**src/design/sar_defines.svh**
```systemverilog
// Purpose: offsets, reset values, field masks and timing counts of the sync/aux register bank
// Assumes: core clock of 100 MHz
// Notes:   definitions only
`ifndef SAR_DEFINES_SVH
`define SAR_DEFINES_SVH

// ****************************************************************
// register map
// ****************************************************************
`define SAR_ADDR_W          13
`define SAR_SYNC_CTRL_ADDR  13'h0100
`define SAR_AUX_CTRL_ADDR   13'h0101
`define SAR_SYNC_CTRL_RST   8'h01
`define SAR_AUX_CTRL_RST    8'h88
`define SAR_SYNC_CTRL_WMASK 8'h07
`define SAR_AUX_CTRL_WMASK  8'h8D
`define SAR_READ_ZERO       8'h00

// ****************************************************************
// timing
// ****************************************************************
`define SAR_CLK_PERIOD_NS   10
// encode period above this means an encode rate below 5 MSPS
`define SAR_LOW_RATE_NS     200
`define SAR_LOW_RATE_CYC    ((`SAR_LOW_RATE_NS + `SAR_CLK_PERIOD_NS - 1) / `SAR_CLK_PERIOD_NS)
`define SAR_CNT_W           8

`endif

```
**src/design/sar_pkg.sv**
```systemverilog
// Purpose: types of the sync/aux register bank
// Assumes: field layout matches the masks in sar_defines.svh
// Notes:   the two register structs are 8 bits each, msb first
package sar_pkg;

  typedef struct packed {
    logic [4:0] rsvd;
    logic       next_sync_only;
    logic       div_sync_en;
    logic       master_sync_en;
  } sar_sync_ctrl_t;

  typedef struct packed {
    logic       oe_pin_en;
    logic [2:0] rsvd_hi;
    logic       low_rate_det_en;
    logic       osc_force_run;
    logic       rsvd_lo;
    logic       pulldown_dis;
  } sar_aux_ctrl_t;

  typedef struct packed {
    sar_sync_ctrl_t sync_ctrl;
    sar_aux_ctrl_t  aux_ctrl;
    logic           sync_meta;
    logic           sync_sync;
    logic           sync_prev;
    logic           oe_meta;
    logic           oe_sync;
    logic           div_sync;
    logic           data_oe;
    logic           osc_run;
    logic           pd_en;
    logic [7:0]     rdata;
    logic           rvalid;
  } sar_state_t;

  typedef struct packed {
    logic       enc_meta;
    logic       enc_sync;
    logic       enc_prev;
    logic [7:0] cnt;
    logic       low_rate;
  } sar_det_state_t;

endpackage

```
**src/design/sar_sync_aux_regs.sv**
```systemverilog
// Functional notes
// - No sync pulse reaches any sync function unless master sync enable is set.
// - Divider gets sync pulses only while divider and master sync enables are set.
// - Continuous mode: with next-sync-only clear, every sync pulse resyncs the divider.
// - Next-sync-only mode: divider aligns to first pulse, later pulses ignored.
// - Next-sync-only mode: divider sync enable clears itself after the divider syncs.
// - Output-enable-pin enable set: pin acts as output enable; clear: pin ignored.
// - Low-rate detect enabled and encode below about 5 MSPS starts internal oscillator.
// - Low-rate detect disabled: detector never starts the internal oscillator.
// - Force-run bit runs the internal oscillator whatever the detector says.
// - Pull-down disable bit switches off the serial data pin pull-down.
// - Reset values: sync control 0x01, aux control 0x88.
//
// Purpose: sync control and aux control registers with the logic they steer
// Assumes: register port driven by a serial port engine on the core clock
// Notes:   pins pass two flip-flops; all outputs are registered
`timescale 1ns/1ps
`include "sar_defines.svh"

module sar_sync_aux_regs (
  input  wire logic        CORE_CLK_IN,              // core clock, 100 MHz
  input  wire logic        RESET_IN,                 // synchronous reset, active high
  input  wire logic [12:0] REG_ADDR_IN,              // register address
  input  wire logic        REG_WR_IN,                // write strobe, one cycle
  input  wire logic        REG_RD_IN,                // read strobe, one cycle
  input  wire logic [7:0]  REG_WDATA_IN,             // write data
  output logic      [7:0]  REG_RDATA_OUT,            // read data
  output logic             REG_RVALID_OUT,           // read data valid pulse
  input  wire logic        SYNC_PIN_IN,              // external sync pin
  input  wire logic        OUTPUT_ENABLE_PIN_N_IN,   // output enable pin, active low
  input  wire logic        ENCODE_CLK_PIN_IN,        // encode clock pin
  output logic             DIV_SYNC_OUT,             // divider resync pulse
  output logic             DATA_OUT_EN_OUT,          // data outputs enabled
  output logic             OSC_RUN_OUT,              // internal oscillator run
  output logic             SDIO_PULLDOWN_EN_OUT      // serial data pin pull-down on
);

  // ****************************************************************
  // state
  // ****************************************************************
  sar_pkg::sar_state_t r_reg;
  sar_pkg::sar_state_t r_next;
  logic                low_rate;
  logic                sync_edge;
  logic                wr_sync;
  logic                wr_aux;

  function automatic logic [7:0] masked(input logic [7:0] d, input logic [7:0] m);
    masked = d & m;
  endfunction

  function automatic logic [7:0] reg_read(input logic [12:0] a,
                                          input sar_pkg::sar_sync_ctrl_t s,
                                          input sar_pkg::sar_aux_ctrl_t x);
    if (a == `SAR_SYNC_CTRL_ADDR) begin
      reg_read = masked(s, `SAR_SYNC_CTRL_WMASK);
    end else if (a == `SAR_AUX_CTRL_ADDR) begin
      reg_read = masked(x, `SAR_AUX_CTRL_WMASK);
    end else begin
      reg_read = `SAR_READ_ZERO;
    end
  endfunction

  // ****************************************************************
  // low encode rate detector
  // ****************************************************************
  sar_low_rate_det u_det (
    .clk_in       (CORE_CLK_IN),
    .rst_in       (RESET_IN),
    .enc_clk_in   (ENCODE_CLK_PIN_IN),
    .det_en_in    (r_reg.aux_ctrl.low_rate_det_en),
    .low_rate_out (low_rate)
  );

  // ****************************************************************
  // next state
  // ****************************************************************
  assign sync_edge = r_reg.sync_sync && !r_reg.sync_prev;
  assign wr_sync   = REG_WR_IN && (REG_ADDR_IN == `SAR_SYNC_CTRL_ADDR);
  assign wr_aux    = REG_WR_IN && (REG_ADDR_IN == `SAR_AUX_CTRL_ADDR);

  always_comb begin
    r_next           = r_reg;
    r_next.sync_meta = SYNC_PIN_IN;
    r_next.sync_sync = r_reg.sync_meta;
    r_next.sync_prev = r_reg.sync_sync;
    r_next.oe_meta   = OUTPUT_ENABLE_PIN_N_IN;
    r_next.oe_sync   = r_reg.oe_meta;

    r_next.div_sync  = sync_edge && r_reg.sync_ctrl.master_sync_en
                       && r_reg.sync_ctrl.div_sync_en;
    // one-shot: first forwarded pulse drops the divider enable
    if (r_next.div_sync && r_reg.sync_ctrl.next_sync_only) begin
      r_next.sync_ctrl.div_sync_en = 1'b0;
    end
    // a write landing with the self-clear wins, so software can re-arm
    if (wr_sync) begin
      r_next.sync_ctrl = masked(REG_WDATA_IN, `SAR_SYNC_CTRL_WMASK);
    end
    if (wr_aux) begin
      r_next.aux_ctrl = masked(REG_WDATA_IN, `SAR_AUX_CTRL_WMASK);
    end

    r_next.data_oe = r_reg.aux_ctrl.oe_pin_en ? !r_reg.oe_sync : 1'b1;
    r_next.osc_run = r_reg.aux_ctrl.osc_force_run
                     || (r_reg.aux_ctrl.low_rate_det_en && low_rate);
    r_next.pd_en   = !r_reg.aux_ctrl.pulldown_dis;

    r_next.rvalid = REG_RD_IN;
    r_next.rdata  = REG_RD_IN ? reg_read(REG_ADDR_IN, r_reg.sync_ctrl, r_reg.aux_ctrl)
                              : `SAR_READ_ZERO;
  end

  always_ff @(posedge CORE_CLK_IN) begin
    if (RESET_IN) begin
      r_reg           <= '0;
      r_reg.sync_ctrl <= `SAR_SYNC_CTRL_RST;
      r_reg.aux_ctrl  <= `SAR_AUX_CTRL_RST;
      r_reg.data_oe   <= 1'b1;
      r_reg.pd_en     <= 1'b1;
      // oe synchroniser starts at the enabled level, else data_oe blips low after reset
    end else begin
      r_reg <= r_next;
    end
  end

  // ****************************************************************
  // outputs
  // ****************************************************************
  assign REG_RDATA_OUT        = r_reg.rdata;
  assign REG_RVALID_OUT       = r_reg.rvalid;
  assign DIV_SYNC_OUT         = r_reg.div_sync;
  assign DATA_OUT_EN_OUT      = r_reg.data_oe;
  assign OSC_RUN_OUT          = r_reg.osc_run;
  assign SDIO_PULLDOWN_EN_OUT = r_reg.pd_en;

  // ****************************************************************
  // checks
  // ****************************************************************
  master_gate_a: assert property (@(posedge CORE_CLK_IN) disable iff (RESET_IN)
    DIV_SYNC_OUT |-> $past(r_reg.sync_ctrl.master_sync_en))
    else $error("divider sync without master enable");

  div_gate_a: assert property (@(posedge CORE_CLK_IN) disable iff (RESET_IN)
    !r_reg.sync_ctrl.div_sync_en |=> !DIV_SYNC_OUT)
    else $error("divider sync while divider enable clear");

  cont_fire_a: assert property (@(posedge CORE_CLK_IN) disable iff (RESET_IN)
    sync_edge && r_reg.sync_ctrl.master_sync_en && r_reg.sync_ctrl.div_sync_en
    |=> DIV_SYNC_OUT)
    else $error("enabled sync edge not forwarded");

  cont_keep_a: assert property (@(posedge CORE_CLK_IN) disable iff (RESET_IN)
    DIV_SYNC_OUT && !$past(r_reg.sync_ctrl.next_sync_only) && !$past(wr_sync)
    |-> r_reg.sync_ctrl.div_sync_en)
    else $error("continuous mode lost divider enable");

  oneshot_clr_a: assert property (@(posedge CORE_CLK_IN) disable iff (RESET_IN)
    DIV_SYNC_OUT && $past(r_reg.sync_ctrl.next_sync_only) && !$past(wr_sync)
    |-> !r_reg.sync_ctrl.div_sync_en)
    else $error("one-shot did not clear divider enable");

  oneshot_once_a: assert property (@(posedge CORE_CLK_IN) disable iff (RESET_IN)
    DIV_SYNC_OUT && $past(r_reg.sync_ctrl.next_sync_only) && !$past(wr_sync)
    ##0 !wr_sync[*3] |=> !DIV_SYNC_OUT)
    else $error("one-shot forwarded a later pulse");

  sync_edge_a: assert property (@(posedge CORE_CLK_IN) disable iff (RESET_IN)
    DIV_SYNC_OUT |-> $past(SYNC_PIN_IN, 3) && !$past(SYNC_PIN_IN, 4))
    else $error("divider sync not tied to a pin rising edge");

  oe_pin_a: assert property (@(posedge CORE_CLK_IN) disable iff (RESET_IN)
    r_reg.aux_ctrl.oe_pin_en |=> DATA_OUT_EN_OUT == !$past(r_reg.oe_sync))
    else $error("output enable pin not obeyed");

  oe_ignore_a: assert property (@(posedge CORE_CLK_IN) disable iff (RESET_IN)
    !r_reg.aux_ctrl.oe_pin_en |=> DATA_OUT_EN_OUT)
    else $error("output enable pin not ignored");

  osc_detect_a: assert property (@(posedge CORE_CLK_IN) disable iff (RESET_IN)
    r_reg.aux_ctrl.low_rate_det_en && low_rate |=> OSC_RUN_OUT)
    else $error("low rate did not start oscillator");

  osc_idle_a: assert property (@(posedge CORE_CLK_IN) disable iff (RESET_IN)
    !r_reg.aux_ctrl.low_rate_det_en && !r_reg.aux_ctrl.osc_force_run |=> !OSC_RUN_OUT)
    else $error("oscillator ran with detector off");

  osc_force_a: assert property (@(posedge CORE_CLK_IN) disable iff (RESET_IN)
    r_reg.aux_ctrl.osc_force_run |=> OSC_RUN_OUT)
    else $error("force-run did not run oscillator");

  pulldown_a: assert property (@(posedge CORE_CLK_IN) disable iff (RESET_IN)
    r_reg.aux_ctrl.pulldown_dis |=> !SDIO_PULLDOWN_EN_OUT)
    else $error("pull-down not switched off");

  reset_val_a: assert property (@(posedge CORE_CLK_IN)
    $past(RESET_IN) && RESET_IN == 1'b0 |-> r_reg.sync_ctrl == `SAR_SYNC_CTRL_RST
    && r_reg.aux_ctrl == `SAR_AUX_CTRL_RST)
    else $error("reset values wrong");

  reset_out_a: assert property (@(posedge CORE_CLK_IN)
    $past(RESET_IN) && RESET_IN == 1'b0 |-> DATA_OUT_EN_OUT && SDIO_PULLDOWN_EN_OUT
    && !OSC_RUN_OUT && !DIV_SYNC_OUT && !REG_RVALID_OUT)
    else $error("outputs wrong after reset");

  // hardware only ever clears the divider enable; re-arming is up to software
  div_rearm_a: assert property (@(posedge CORE_CLK_IN) disable iff (RESET_IN)
    !r_reg.sync_ctrl.div_sync_en && !wr_sync |=> !r_reg.sync_ctrl.div_sync_en)
    else $error("divider enable re-armed without a write");

  div_pulse_a: assert property (@(posedge CORE_CLK_IN) disable iff (RESET_IN)
    DIV_SYNC_OUT |=> !DIV_SYNC_OUT)
    else $error("divider sync longer than one cycle");

  pulldown_on_a: assert property (@(posedge CORE_CLK_IN) disable iff (RESET_IN)
    !r_reg.aux_ctrl.pulldown_dis |=> SDIO_PULLDOWN_EN_OUT)
    else $error("pull-down off while enabled");

  read_valid_a: assert property (@(posedge CORE_CLK_IN) disable iff (RESET_IN)
    REG_RD_IN |=> REG_RVALID_OUT)
    else $error("read not answered in one cycle");

  read_idle_a: assert property (@(posedge CORE_CLK_IN) disable iff (RESET_IN)
    !REG_RD_IN |=> !REG_RVALID_OUT && REG_RDATA_OUT == `SAR_READ_ZERO)
    else $error("read data shown without a read");

endmodule

```
**src/design/sar_low_rate_det.sv**
```systemverilog
// Purpose: flags an encode clock slower than the low-rate threshold
// Assumes: encode clock pin is asynchronous to the core clock
// Notes:   a stopped encode clock also reads as low rate
`timescale 1ns/1ps
`include "sar_defines.svh"

module sar_low_rate_det (
  input  wire logic clk_in,        // core clock
  input  wire logic rst_in,        // synchronous reset, active high
  input  wire logic enc_clk_in,    // encode clock pin
  input  wire logic det_en_in,     // detector enable
  output logic      low_rate_out   // encode rate below threshold
);

  localparam logic [7:0] THRESH = 8'(`SAR_LOW_RATE_CYC);

  sar_pkg::sar_det_state_t r_reg;
  sar_pkg::sar_det_state_t r_next;

  function automatic logic [7:0] sat_inc(input logic [7:0] v);
    sat_inc = (v == 8'hFF) ? v : v + 8'h01;
  endfunction

  always_comb begin
    r_next          = r_reg;
    r_next.enc_meta = enc_clk_in;
    r_next.enc_sync = r_reg.enc_meta;
    r_next.enc_prev = r_reg.enc_sync;
    if (!det_en_in) begin
      r_next.cnt      = 8'h00;
      r_next.low_rate = 1'b0;
    end else if (r_reg.enc_sync && !r_reg.enc_prev) begin
      // judge the whole period just ended
      r_next.cnt      = 8'h00;
      r_next.low_rate = (sat_inc(r_reg.cnt) > THRESH);
    end else begin
      r_next.cnt = sat_inc(r_reg.cnt);
      if (sat_inc(r_reg.cnt) > THRESH) begin
        r_next.low_rate = 1'b1;
      end
    end
  end

  always_ff @(posedge clk_in) begin
    if (rst_in) begin
      r_reg <= '0;
    end else begin
      r_reg <= r_next;
    end
  end

  assign low_rate_out = r_reg.low_rate;

  det_slow_a: assert property (@(posedge clk_in) disable iff (rst_in)
    det_en_in && r_reg.cnt > THRESH && !(r_reg.enc_sync && !r_reg.enc_prev) |=> low_rate_out)
    else $error("slow encode clock not flagged");

  det_off_a: assert property (@(posedge clk_in) disable iff (rst_in)
    !det_en_in |=> !low_rate_out)
    else $error("disabled detector flagged low rate");

endmodule

```
**config.mk**
```make
export PLATFORM = sky130hd
export DESIGN_NAME = sar_sync_aux_regs
export DESIGN_NICKNAME = d
export VERILOG_FILES = /design/src/design/sar_pkg.sv /design/src/design/sar_sync_aux_regs.sv /design/src/design/sar_low_rate_det.sv
export VERILOG_INCLUDE_DIRS = /design/src /design/src/design
export SDC_FILE = /design/constraint.sdc
export NUM_CORES = 1
export LEC_CHECK = 0
export ABC_AREA = 0
export BUFFER_PORTS_ARGS = -buffer_cell sky130_fd_sc_hd__buf_2
export CAP_MARGIN = 20
export CORE_ASPECT_RATIO = 0.8
export CORE_MARGIN = 10
export CORE_UTILIZATION = 54
export CTS_CLUSTER_DIAMETER = 80
export CTS_CLUSTER_SIZE = 24
export DETAILED_ROUTE_END_ITERATION = 8
export PLACE_DENSITY = 0.91
export SLEW_MARGIN = 20
export SYNTH_ARGS = -nofsm -noshare
export SYNTH_HDL_FRONTEND = slang
export SYNTH_SLANG_ARGS = --single-unit
```
**constraint.sdc**
```tcl
create_clock -name CORE_CLK_IN -period 2.4 [get_ports CORE_CLK_IN]
set_clock_uncertainty 0.2 [all_clocks]
set_input_delay 0.6 -clock CORE_CLK_IN [delete_from_list [all_inputs] [get_ports CORE_CLK_IN]]
set_output_delay 0.6 -clock CORE_CLK_IN [all_outputs]
set_load 0.05 [all_outputs]
```
==> results of run 1 <==
==> critical path: stages (launching register included) <==
cell,delay [ns]
sky130_fd_sc_hd__dfxtp_1,0.46
sky130_fd_sc_hd__ha_1,0.34
sky130_fd_sc_hd__nand3_1,0.23
sky130_fd_sc_hd__nor4_1,0.30
sky130_fd_sc_hd__a2bb2oi_1,0.21
sky130_fd_sc_hd__a41oi_1,0.13
==> synthesized netlist by cell type (2+ instances only) <==
library cell / number
sky130_fd_sc_hd__nand3b_1: 2
sky130_fd_sc_hd__dfxtp_1: 34
sky130_fd_sc_hd__buf_4: 9
sky130_fd_sc_hd__nand2_1: 6
sky130_fd_sc_hd__nor3_1: 4
sky130_fd_sc_hd__and3_1: 6
sky130_fd_sc_hd__and4_1: 2
sky130_fd_sc_hd__a31oi_1: 2
sky130_fd_sc_hd__mux2i_1: 4
sky130_fd_sc_hd__nand4_1: 4
sky130_fd_sc_hd__nand3_1: 8
sky130_fd_sc_hd__and3b_1: 2
sky130_fd_sc_hd__nor2b_1: 10
sky130_fd_sc_hd__inv_1: 4
sky130_fd_sc_hd__a211o_1: 2
sky130_fd_sc_hd__o21ai_0: 6
sky130_fd_sc_hd__clkbuf_1: 3
sky130_fd_sc_hd__nor4_4: 2
sky130_fd_sc_hd__nand2b_1: 4
sky130_fd_sc_hd__and3_2: 2
sky130_fd_sc_hd__nor2_1: 10
sky130_fd_sc_hd__a21oi_1: 6
==> cell usage in the layout (no fill, tap or decap), types with 5 or more instances in the layout <==
cell / count
sky130_fd_sc_hd__dfxtp_1: 34
sky130_fd_sc_hd__buf_2: 34
sky130_fd_sc_hd__nor2b_1: 10
sky130_fd_sc_hd__nor2_1: 10
sky130_fd_sc_hd__nand3_1: 8
sky130_fd_sc_hd__and3_1: 6
sky130_fd_sc_hd__a21oi_1: 6
sky130_fd_sc_hd__nand2_1: 6
sky130_fd_sc_hd__o21ai_0: 6
sky130_fd_sc_hd__clkbuf_4: 5
==> stage by stage <==
step	hold WS [ns]	utilization
3_3_place_gp	0.1689	0.6265
2_1_floorplan	0.1649	-
5_1_grt	0.2274	0.6575
3_5_place_dp	0.1770	0.6265
4_1_cts	0.1995	0.6575
6_report	0.1963	0.6575
==> how the worst max path moves through the flow <==
| stage | endpoint | startpoint | depth (start not counted) | slack, ns |
|---|---|---|---|---|
| finish | u_det.low_rate_out | u_det.r_reg[2] | 5 | 0.40 |
| global route | u_det.low_rate_out | u_det.r_reg[2] | 5 | 0.25 |
| CTS | u_det.low_rate_out | u_det.r_reg[2] | 5 | 0.44 |
| detailed placement | r_reg[21] | REG_ADDR_IN[9] | 5 | 0.22 |
| global placement | r_reg[25] | REG_ADDR_IN[12] | 5 | 0.28 |
| floorplan | r_reg[21] | REG_ADDR_IN[9] | 5 | 0.52 |
==> area by class of cell <==
class	instances	area, um^2
clock inverters	3	40.04
flip-flops and latches	34	680.7
well taps	36	45.04
inverters	4	15.01
clock buffers	5	37.54
fillers	196	857.1
repair buffers	34	170.2
multi-input cells	99	656.9
==> cells by family (layout without fill, tap and decap cells) <==
family	after synthesis	after routing	share of synthesized area
AO/OA/AOI/OAI	23	23	0.1028
adder cells (fa/ha/maj)	1	1	0.008634
XOR/XNOR	1	1	0.006046
multiplexers	4	4	0.02763
flip-flops	34	34	0.4698
AND/OR/NAND/NOR	67	67	0.3005
other	1	3	0.002588
buffers and inverters	18	46	0.08203
==> layer usage <==
layer | track usage | up-vias
met1 | 0.1264 | 524
met5 | 0 | -
met4 | 0.06250 | 0
met3 | 0.04891 | 6
li1 | - | 578
met2 | 0.2252 | 39
==> power breakdown <==
group | internal [mW] | switching [mW] | leakage (nW)
combinational | 0.0334 | 0.0517 | 0.388
clock | 0.216 | 0.189 | 0.0450
sequential | 0.575 | 0.00943 | 0.276
total | 0.824 | 0.250 | 0.710
==> results.py, run 1 <==
metrics = {
    "power_and_ir_drop": {
        "power_density_nw_per_um2": 653.1,
        "max-vdd-ir-drop_mv": 0.5776,
        "power_mw": 1.075,
        "static-leakage-power_nw": 0.7098,
    },
    "place": {
        "place.detailed.instances": 207,
        "detailed_place_hpwl_um": 2380,
        "routabilityCongestion": 0.9059,
        "numPortBuffers": 34,
        "placement.cell_area_um2": 1568,
        "preCtsSetupSlack_ns": 0.2196,
    },
    "critical_path": {
        "worstSetupPathType": "reg -> reg",
        "timing.rr.start": "u_det.r_reg[2]",
        "cp-end-kind": "flip-flop",
        "regToRegSetupSlack_ns": 0.40,
        "reg2reg_to": "u_det.low_rate_out",
        "path_max_fanout": 8,
        "setup.worst_path.start_class": "flip-flop",
        "worst-endpoint-required_ns": 2.41,
        "crit_arrival_ns": 2.01,
        "worst-r2r-cell-count": 5,
    },
    "clock_tree": {
        "postCtsSetupBuffers": 0,
        "clk_root_buffer_cell": "sky130_fd_sc_hd__clkbuf_4",
        "cts_buffer_depth": 2,
        "tritoncts": "yes",
        "cts_hold_fix_bufs": 0,
        "numClockSinks": 34,
        "cts.repair.resized": 0,
        "tritoncts.num_buffers": 5,
        "clk-insertion-delay-late_ns": 0.33,
        "clkSlewWorstSetupHoldPaths_ns": 0.10,
        "cts-htree-levels": 2,
    },
    "routing": {
        "antenna_left": 0,
        "detail_route.wl_per_cell_um": 14.40,
        "avgViaCountPerCell": 5.335,
        "detailroute.wirelength.met3_um": 218,
        "detailroute.wirelength.met2_um": 1598,
        "dr.first_iter.drc_count": 174,
        "routed_metal_1_wirelength_um": 1215,
        "detailedRoute.firstPassIterationCount": 4,
        "wirelength_um": 3097,
        "detailroute.via_count": 1147,
        "highest_layer": "met4",
        "detail_route.drc_violations": 0,
    },
    "timing": {
        "final_max_slew_viol_count": 0,
        "grt_setup_unrepaired": "no",
        "clock.fmax_ghz": 0.5002,
        "setup-violations-final": 0,
        "final_period_minus_worst_setup_slack_ns": 1.999,
        "final.period_utilization": 0.8330,
        "timing.final.hold_violations": 0,
        "fin_setup_tns_ns": 0,
        "post-route-worst-setup-slack_ns": 0.4009,
    },
    "finish": {
        "post-route-cell-area_um2": 1645,
        "layout.nets": 207,
        "antenna-diode-count": 0,
        "final_cells": 215,
        "synthToLayoutAreaGrowth_pct": 13.56,
        "layout-drive-gt1-share": 0.2737,
    },
    "worst_hold_path": {
        "worstHoldPathType": "reg -> reg",
        "min_path_cells": 1,
        "hold_start": "r_reg[13]",
        "whs_endpoint": "DATA_OUT_EN_OUT",
    },
    "synth": {
        "synth_enable_flop_cells": 0,
        "synth_warnings": 0,
        "synth_cells": 149,
        "asyncSetResetFlopFracSynth": 0,
        "post_synthesis_average_cell_area_um2": 9.724,
        "post_synth_top_area_cell": "sky130_fd_sc_hd__dfxtp_1",
        "synth_top_cell_area_share": 0.4698,
        "synth_cell_types": 39,
        "ff_latch_count_synth": 34,
        "synthesis.area_um2": 1449,
        "ys_seq_area_frac": 0.4698,
        "post_synth_main_area_contributors": "sky130_fd_sc_hd__dfxtp_1 (47%), sky130_fd_sc_hd__buf_4 (4.7%), sky130_fd_sc_hd__nor2b_1 (4.3%)",
        "top_ff_cell_synth": "sky130_fd_sc_hd__dfxtp_1",
    },
    "global_routing": {
        "globalRoute.totalOverflow": 0,
        "grtUsageTotal": 0.1256,
        "pin_count_of_the_biggest_net_entering_global_routing": 21,
        "grt_pass1_wl_um": 5188,
        "grt_antenna_before_repair": 0,
        "grt_pass1_vias": 1135,
    },
    "die": {
        "placeableCoreArea_um2": 2502,
        "chip_height_um": 66.33,
        "starting_density": 0.5790,
        "die_x_extent_um": 77.91,
        "io_pins": 41,
        "rows": 16,
        "floorplan.die_area_um2": 5168,
    },
    "run": {
        "drv_cap": 0,
    },
    "run_status": {
        "status": "finished, final reports clean",
    },
}
(Power assumes the default switching activity.)
==> inputs of run 2 (changes only) <==
--- a/config.mk
+++ b/config.mk
@@ -11,11 +11,11 @@
 export CAP_MARGIN = 20
 export CORE_ASPECT_RATIO = 0.8
 export CORE_MARGIN = 10
-export CORE_UTILIZATION = 54
+export CORE_UTILIZATION = 50
 export CTS_CLUSTER_DIAMETER = 80
 export CTS_CLUSTER_SIZE = 24
 export DETAILED_ROUTE_END_ITERATION = 8
-export PLACE_DENSITY = 0.91
+export PLACE_DENSITY = 0.86
 export SLEW_MARGIN = 20
 export SYNTH_ARGS = -nofsm -noshare
 export SYNTH_HDL_FRONTEND = slang
==> constraint.sdc (replaced) <==
create_clock -name CORE_CLK_IN -period 2 [get_ports CORE_CLK_IN]
set_clock_uncertainty 0.2 [all_clocks]
set_input_delay 0.5 -clock CORE_CLK_IN [delete_from_list [all_inputs] [get_ports CORE_CLK_IN]]
set_output_delay 0.5 -clock CORE_CLK_IN [all_outputs]
set_load 0.05 [all_outputs]
==> results.py, run 2 (same netlist as run 1, synthesis figures left out) <==
metrics = {
    "critical_path": {
        "worstPathCellList": "ha_2 -> nand3_1 -> nor4_2 -> a2bb2oi_1 -> a41oi_1",
        "timing.rr.start": "u_det.r_reg[1]",
        "regToRegSetupSlack_ns": 0.14,
        "path_max_fanout": 7,
        "reg2reg_to": "u_det.low_rate_out",
        "worstSetupPathType": "reg -> reg",
        "worst-r2r-cell-count": 5,
        "setup.worst_path.start_class": "flip-flop",
        "worstPathBufferInverterCount": 0,
        "timing.critical_path.slowest_cell_delay_ns": 0.46,
        "critPathSlowestCell": "sky130_fd_sc_hd__dfxtp_1",
        "worst-endpoint-required_ns": 2.01,
        "crit_arrival_ns": 1.87,
        "cp-end-kind": "flip-flop",
        "crit_family": "flip-flops",
    },
    "global_routing": {
        "grt_antenna_before_repair": 0,
        "grt_pass1_vias": 1182,
        "grt_pass1_wl_um": 5354,
        "grtUsageTotal": 0.1270,
        "pin_count_of_the_biggest_net_entering_global_routing": 14,
        "globalRoute.totalOverflow": 0,
    },
    "clock_tree": {
        "tritoncts": "yes",
        "cts_buffer_depth": 2,
        "tritoncts.num_buffers": 5,
        "numClockSinks": 34,
        "cts_hold_fix_bufs": 0,
        "clkSlewWorstSetupHoldPaths_ns": 0.11,
        "clk-insertion-delay-late_ns": 0.34,
        "clk_root_buffer_cell": "sky130_fd_sc_hd__clkbuf_4",
        "cts-htree-levels": 2,
        "postCtsSetupBuffers": 0,
    },
    "timing": {
        "post-route-worst-setup-slack_ns": 0.1435,
        "timing.final.hold_violations": 0,
        "setup-violations-final": 0,
        "clock.fmax_ghz": 0.5386,
        "final_max_slew_viol_count": 0,
        "final_period_minus_worst_setup_slack_ns": 1.857,
        "final.period_utilization": 0.9283,
    },
    "place": {
        "numPortBuffers": 34,
        "placement.cell_area_um2": 1608,
        "place.detailed.instances": 214,
        "detailed_place_hpwl_um": 2528,
        "preCtsSetupSlack_ns": 0.009353,
        "routabilityCongestion": 0.8676,
    },
    "finish": {
        "num-fill-cells": 232,
        "layout-drive-gt1-share": 0.3043,
        "layout.nets": 212,
        "multi_input_combinational_cell_area_um2": 665.6,
        "layout_commonest_cell": "sky130_fd_sc_hd__buf_2",
        "antenna-diode-count": 0,
        "final_util": 0.6136,
        "final_cells": 222,
        "synthToLayoutAreaGrowth_pct": 17.10,
        "register_area_um2": 681.9,
        "most-common-layout-cells": "sky130_fd_sc_hd__buf_2 (34), sky130_fd_sc_hd__dfxtp_1 (33), sky130_fd_sc_hd__nor2b_1 (10), sky130_fd_sc_hd__nor2_1 (10), sky130_fd_sc_hd__nand3_1 (8)",
        "post-route-cell-area_um2": 1697,
    },
    "worst_hold_path": {
        "worstHoldPathType": "in -> reg",
        "min_path_cells": 2,
        "hold_start": "SYNC_PIN_IN",
        "whs_endpoint": "r_next[16]",
    },
    "run_status": {
        "status": "finished, final reports clean",
    },
    "power_and_ir_drop": {
        "static-leakage-power_nw": 0.7278,
        "max-vdd-ir-drop_mv": 0.4297,
        "power_density_nw_per_um2": 769.8,
    },
    "routing": {
        "detail_route.wl_per_cell_um": 15.03,
        "detailroute.via_count": 1208,
        "wirelength_um": 3337,
        "detail_route.drc_violations": 0,
        "avgViaCountPerCell": 5.441,
        "detailedRoute.firstPassIterationCount": 4,
        "antenna_left": 0,
        "dr.first_iter.drc_count": 106,
    },
    "die": {
        "placeableCoreArea_um2": 2765,
        "chip_height_um": 68.15,
        "starting_density": 0.5240,
        "rows": 17,
        "io_pins": 41,
        "die_x_extent_um": 80.19,
        "floorplan.die_area_um2": 5464,
    },
    "run": {
        "drv_cap": 0,
    },
}
-- run 2: cell types whose count changed in the layout (fill, tap and decap cells not counted), sizes merged --
| cell | previous run | this run |
|---|---|---|
| clkbuf | 5 | 6 |
| clkinvlp | 0 | 1 |
| clkinv | 2 | 0 |
| buf | 34 | 39 |
-- run 2: worst max path at each step --
stage | from | end | depth (start not counted)
2_1_floorplan | REG_ADDR_IN[9] | r_reg[21] | 5
3_3_place_gp | REG_ADDR_IN[7] | r_reg[25] | 5
3_5_place_dp | REG_ADDR_IN[7] | r_reg[25] | 5
4_1_cts | u_det.r_reg[2] | u_det.low_rate_out | 5
5_1_grt | u_det.r_reg[1] | u_det.low_rate_out | 5
6_report | u_det.r_reg[1] | u_det.low_rate_out | 5
-- run 2: per-layer routing --
| layer | vias up | part of all wire | wire, um | track usage |
|---|---|---|---|---|
| met2 | 51 | 0.53 | 1766 | 0.2330 |
| met5 | - | 0 | 0 | 0 |
| li1 | 586 | - | - | - |
| met4 | 0 | 0.039 | 129 | 0.09211 |
| met1 | 557 | 0.37 | 1242 | 0.1194 |
| met3 | 14 | 0.059 | 198 | 0.04058 |
-- run 2: repair_timing --
action	CTS	global route
gates resized for setup	0	3
endpoints found under the setup margin	0	1
hold endpoints to repair	0	0
-- run 2: per-stage QoR --
stage	hold WS, ns	power [mW]	TNS [ns]
4_1_cts	0.1599	1.306	0
3_3_place_gp	0.1826	0.8154	0
3_5_place_dp	0.1829	0.8216	0
2_1_floorplan	0.1649	0.7827	0
5_1_grt	0.1655	1.351	-0.003836
6_report	0.1627	1.306	0
-- run 2: final cells by class --
class | count | area share
tap | 38 | 0.02802
clock inverter | 2 | 0.02212
sequential | 34 | 0.4019
multi-input combinational | 99 | 0.3923
inverter | 4 | 0.008850
clock buffer | 6 | 0.02434
timing repair buffer | 39 | 0.1224
-- run 2: power by group --
| group | internal, mW | leakage (nW) | switching, mW |
|---|---|---|---|
| combinational | 0.0439 | 0.413 | 0.0628 |
| clock | 0.264 | 0.0385 | 0.233 |
| sequential | 0.691 | 0.277 | 0.0121 |
==> inputs of run 3 (changes only) <==
--- a/config.mk
+++ b/config.mk
@@ -11,12 +11,13 @@
 export CAP_MARGIN = 20
 export CORE_ASPECT_RATIO = 0.8
 export CORE_MARGIN = 10
-export CORE_UTILIZATION = 50
+export CORE_UTILIZATION = 51
 export CTS_CLUSTER_DIAMETER = 80
 export CTS_CLUSTER_SIZE = 24
 export DETAILED_ROUTE_END_ITERATION = 8
-export PLACE_DENSITY = 0.86
+export PLACE_DENSITY = 0.87
 export SLEW_MARGIN = 20
 export SYNTH_ARGS = -nofsm -noshare
 export SYNTH_HDL_FRONTEND = slang
+export SYNTH_HIERARCHICAL = 1
 export SYNTH_SLANG_ARGS = --single-unit
==> results.py, run 3 <==
metrics = {
    "timing": {
        "final.period_utilization": 0.9613,
        "clock.fmax_ghz": 0.5201,
        "timing.final.hold_violations": 0,
        "final_max_slew_viol_count": 0,
        "final_period_minus_worst_setup_slack_ns": 1.923,
        "setup-violations-final": 0,
        "grt_setup_unrepaired": "no",
    },
    "clock_tree": {
        "postCtsSetupBuffers": 0,
        "cts.repair.resized": 0,
        "cts_buffer_depth": 2,
        "clk-insertion-delay-late_ns": 0.28,
        "clk_root_buffer_cell": "sky130_fd_sc_hd__clkbuf_8",
        "numClockSinks": 34,
        "cts-htree-levels": 2,
        "cts_hold_fix_bufs": 0,
        "tritoncts.num_buffers": 5,
        "clkSlewWorstSetupHoldPaths_ns": 0.06,
        "tritoncts": "yes",
    },
    "critical_path": {
        "critPathSlowestCell": "sky130_fd_sc_hd__or4_4",
        "setup.worst_path.start_class": "input pin",
        "path_max_fanout": 4,
        "worst-r2r-cell-count": 6,
        "timing.critical_path.slowest_cell_delay_ns": 0.59,
        "timing.critical_path.to": "r_reg[18]",
        "reg2reg_to": "u_det/low_rate_out",
        "worst-endpoint-required_ns": 1.96,
        "worstSetupPathType": "in -> reg",
        "cp-end-kind": "flip-flop",
        "regToRegSetupSlack_ns": 0.18,
        "crit_arrival_ns": 1.89,
        "worstPathCellList": "buf_2 -> or4b_4 -> or4_4 -> mux2i_1",
        "timing.rr.start": "u_det/r_reg[1]",
        "critical_path.startpoint": "REG_ADDR_IN[9]",
    },
    "routing": {
        "detailroute.via_count": 1120,
        "detail_route.wl_per_cell_um": 14.10,
        "detail_route.drc_violations": 0,
        "dr.first_iter.drc_count": 78,
        "detailedRoute.firstPassIterationCount": 5,
        "avgViaCountPerCell": 5.091,
        "antenna_left": 0,
        "wirelength_um": 3102,
    },
    "finish": {
        "antenna-diode-count": 0,
        "most-common-layout-cells": "sky130_fd_sc_hd__dfxtp_1 (34), sky130_fd_sc_hd__buf_2 (34), sky130_fd_sc_hd__nor2_1 (18)",
        "final_cells": 220,
        "synthToLayoutAreaGrowth_pct": 16.21,
        "post-route-cell-area_um2": 1740,
        "final_util": 0.6246,
        "layout-drive-gt1-share": 0.3297,
        "layout.nets": 210,
    },
    "place": {
        "placement.cell_area_um2": 1647,
        "detailed_place_hpwl_um": 2412,
        "routabilityCongestion": 0.7822,
        "numPortBuffers": 34,
        "place.detailed.instances": 212,
    },
    "synth": {
        "synth_top_cell_area_share": 0.4545,
        "yosysMostFrequentCell": "sky130_fd_sc_hd__dfxtp_1",
        "post_synth_top_area_cell": "sky130_fd_sc_hd__dfxtp_1",
        "post_synth_most_frequent_cells": "sky130_fd_sc_hd__dfxtp_1 (34), sky130_fd_sc_hd__nor2_1 (18), sky130_fd_sc_hd__nand2b_1 (11)",
        "synth_warnings": 6,
        "synth_cells": 152,
        "synth_cell_types": 41,
        "top_ff_cell_synth": "sky130_fd_sc_hd__dfxtp_1",
        "synthesis.area_um2": 1498,
        "asyncSetResetFlopFracSynth": 0,
        "ys_seq_area_frac": 0.4545,
        "post_synth_main_area_contributors": "sky130_fd_sc_hd__dfxtp_1 (45%), sky130_fd_sc_hd__mux2i_1 (6.7%), sky130_fd_sc_hd__nand2b_1 (4.6%)",
        "post_synthesis_average_cell_area_um2": 9.853,
        "synth_enable_flop_cells": 0,
        "ff_latch_count_synth": 34,
    },
    "power_and_ir_drop": {
        "max-vdd-ir-drop_mv": 0.5574,
        "power_mw": 1.309,
        "power_density_nw_per_um2": 752.0,
        "static-leakage-power_nw": 0.7475,
    },
    "run_status": {
        "status": "finished, final reports clean",
    },
    "global_routing": {
        "globalRoute.totalOverflow": 0,
        "grt_pass1_wl_um": 5126,
        "pin_count_of_the_biggest_net_entering_global_routing": 24,
        "grt_antenna_before_repair": 0,
        "grtUsageTotal": 0.1230,
        "grt_pass1_vias": 1114,
    },
    "die": {
        "starting_density": 0.5375,
        "io_pins": 41,
        "floorplan.die_area_um2": 5518,
        "placeableCoreArea_um2": 2786,
        "chip_height_um": 68.47,
        "die_x_extent_um": 80.59,
        "rows": 17,
    },
    "worst_hold_path": {
        "hold_start": "r_reg[13]",
        "worstHoldPathType": "reg -> reg",
    },
    "run": {
        "drv_cap": 0,
    },
}
run 3: cell types whose count changed after synthesis, sizes merged, moves of 3 or more:
cell / previous run / this run
nand3: 8 / 2
or4: 0 / 4
and3: 8 / 1
nand2b: 4 / 11
nor2: 10 / 20
nor3: 4 / 7
mux2i: 4 / 10
o21ai: 6 / 2
run 3: critical path, delay by kind of cell:
kind                   cells  cell delay [ns]
muxes                      1             0.15
and+or+nand+nor            2             1.13
buffers and inverters      1             0.10
run 3: cells by family after synthesis:
logic type                 after synthesis  synth area share
and+or+nand+nor                         72            0.3041
DFF                                     34            0.4545
buffers and inverters                   19           0.07685
AOI/OAI and AO/OA                       14           0.08103
muxes                                   10           0.06684
adders and majority gates                1          0.008353
other                                    1          0.002504
xor gates and xnor gates                 1          0.005849
run 3: worst min-delay path by stage:
| stage | endpoint | slack [ns] | depth (start not counted) |
|---|---|---|---|
| after floorplan | DATA_OUT_EN_OUT | 0.17 | 1 |
| after global placement | DATA_OUT_EN_OUT | 0.18 | 1 |
| after detailed placement | DATA_OUT_EN_OUT | 0.18 | 1 |
| after CTS | DATA_OUT_EN_OUT | 0.20 | 1 |
| after global routing | DATA_OUT_EN_OUT | 0.21 | 1 |
| final | DATA_OUT_EN_OUT | 0.19 | 1 |
run 3: metrics by stage:
step | hold WS, ns | setup slack, ns | setup TNS (ns)
2_1_floorplan | 0.1657 | -0.1106 | -0.4623
3_3_place_gp | 0.1818 | -0.1816 | -1.289
3_5_place_dp | 0.1775 | -0.2048 | -1.684
4_1_cts | 0.1965 | 0.09059 | 0
5_1_grt | 0.2070 | 0.06233 | 0
6_report | 0.1939 | 0.07733 | 0
run 3: cell type report:
cell class | count | area [um^2]
Sequential cell | 34 | 680.7
Timing Repair Buffer | 36 | 185.2
Clock inverter | 1 | 5.005
Tap cell | 38 | 47.55
Multi-Input combinational cell | 101 | 724.4
Fill cell | 238 | 1046
Inverter | 3 | 11.26
Clock buffer | 7 | 86.33
run 3: layer usage:
layer	global-route usage	wire length, um
met4	0.05263	17
met2	0.1994	1543
met5	0	0
met1	0.1409	1368
met3	0.05105	172
run 3: power breakdown:
part / internal [mW] / switching, mW / total (mW)
Combinational: 0.0438 / 0.0576 / 0.101
Clock: 0.277 / 0.226 / 0.503
Sequential: 0.690 / 0.0136 / 0.704
Total: 1.01 / 0.297 / 1.31
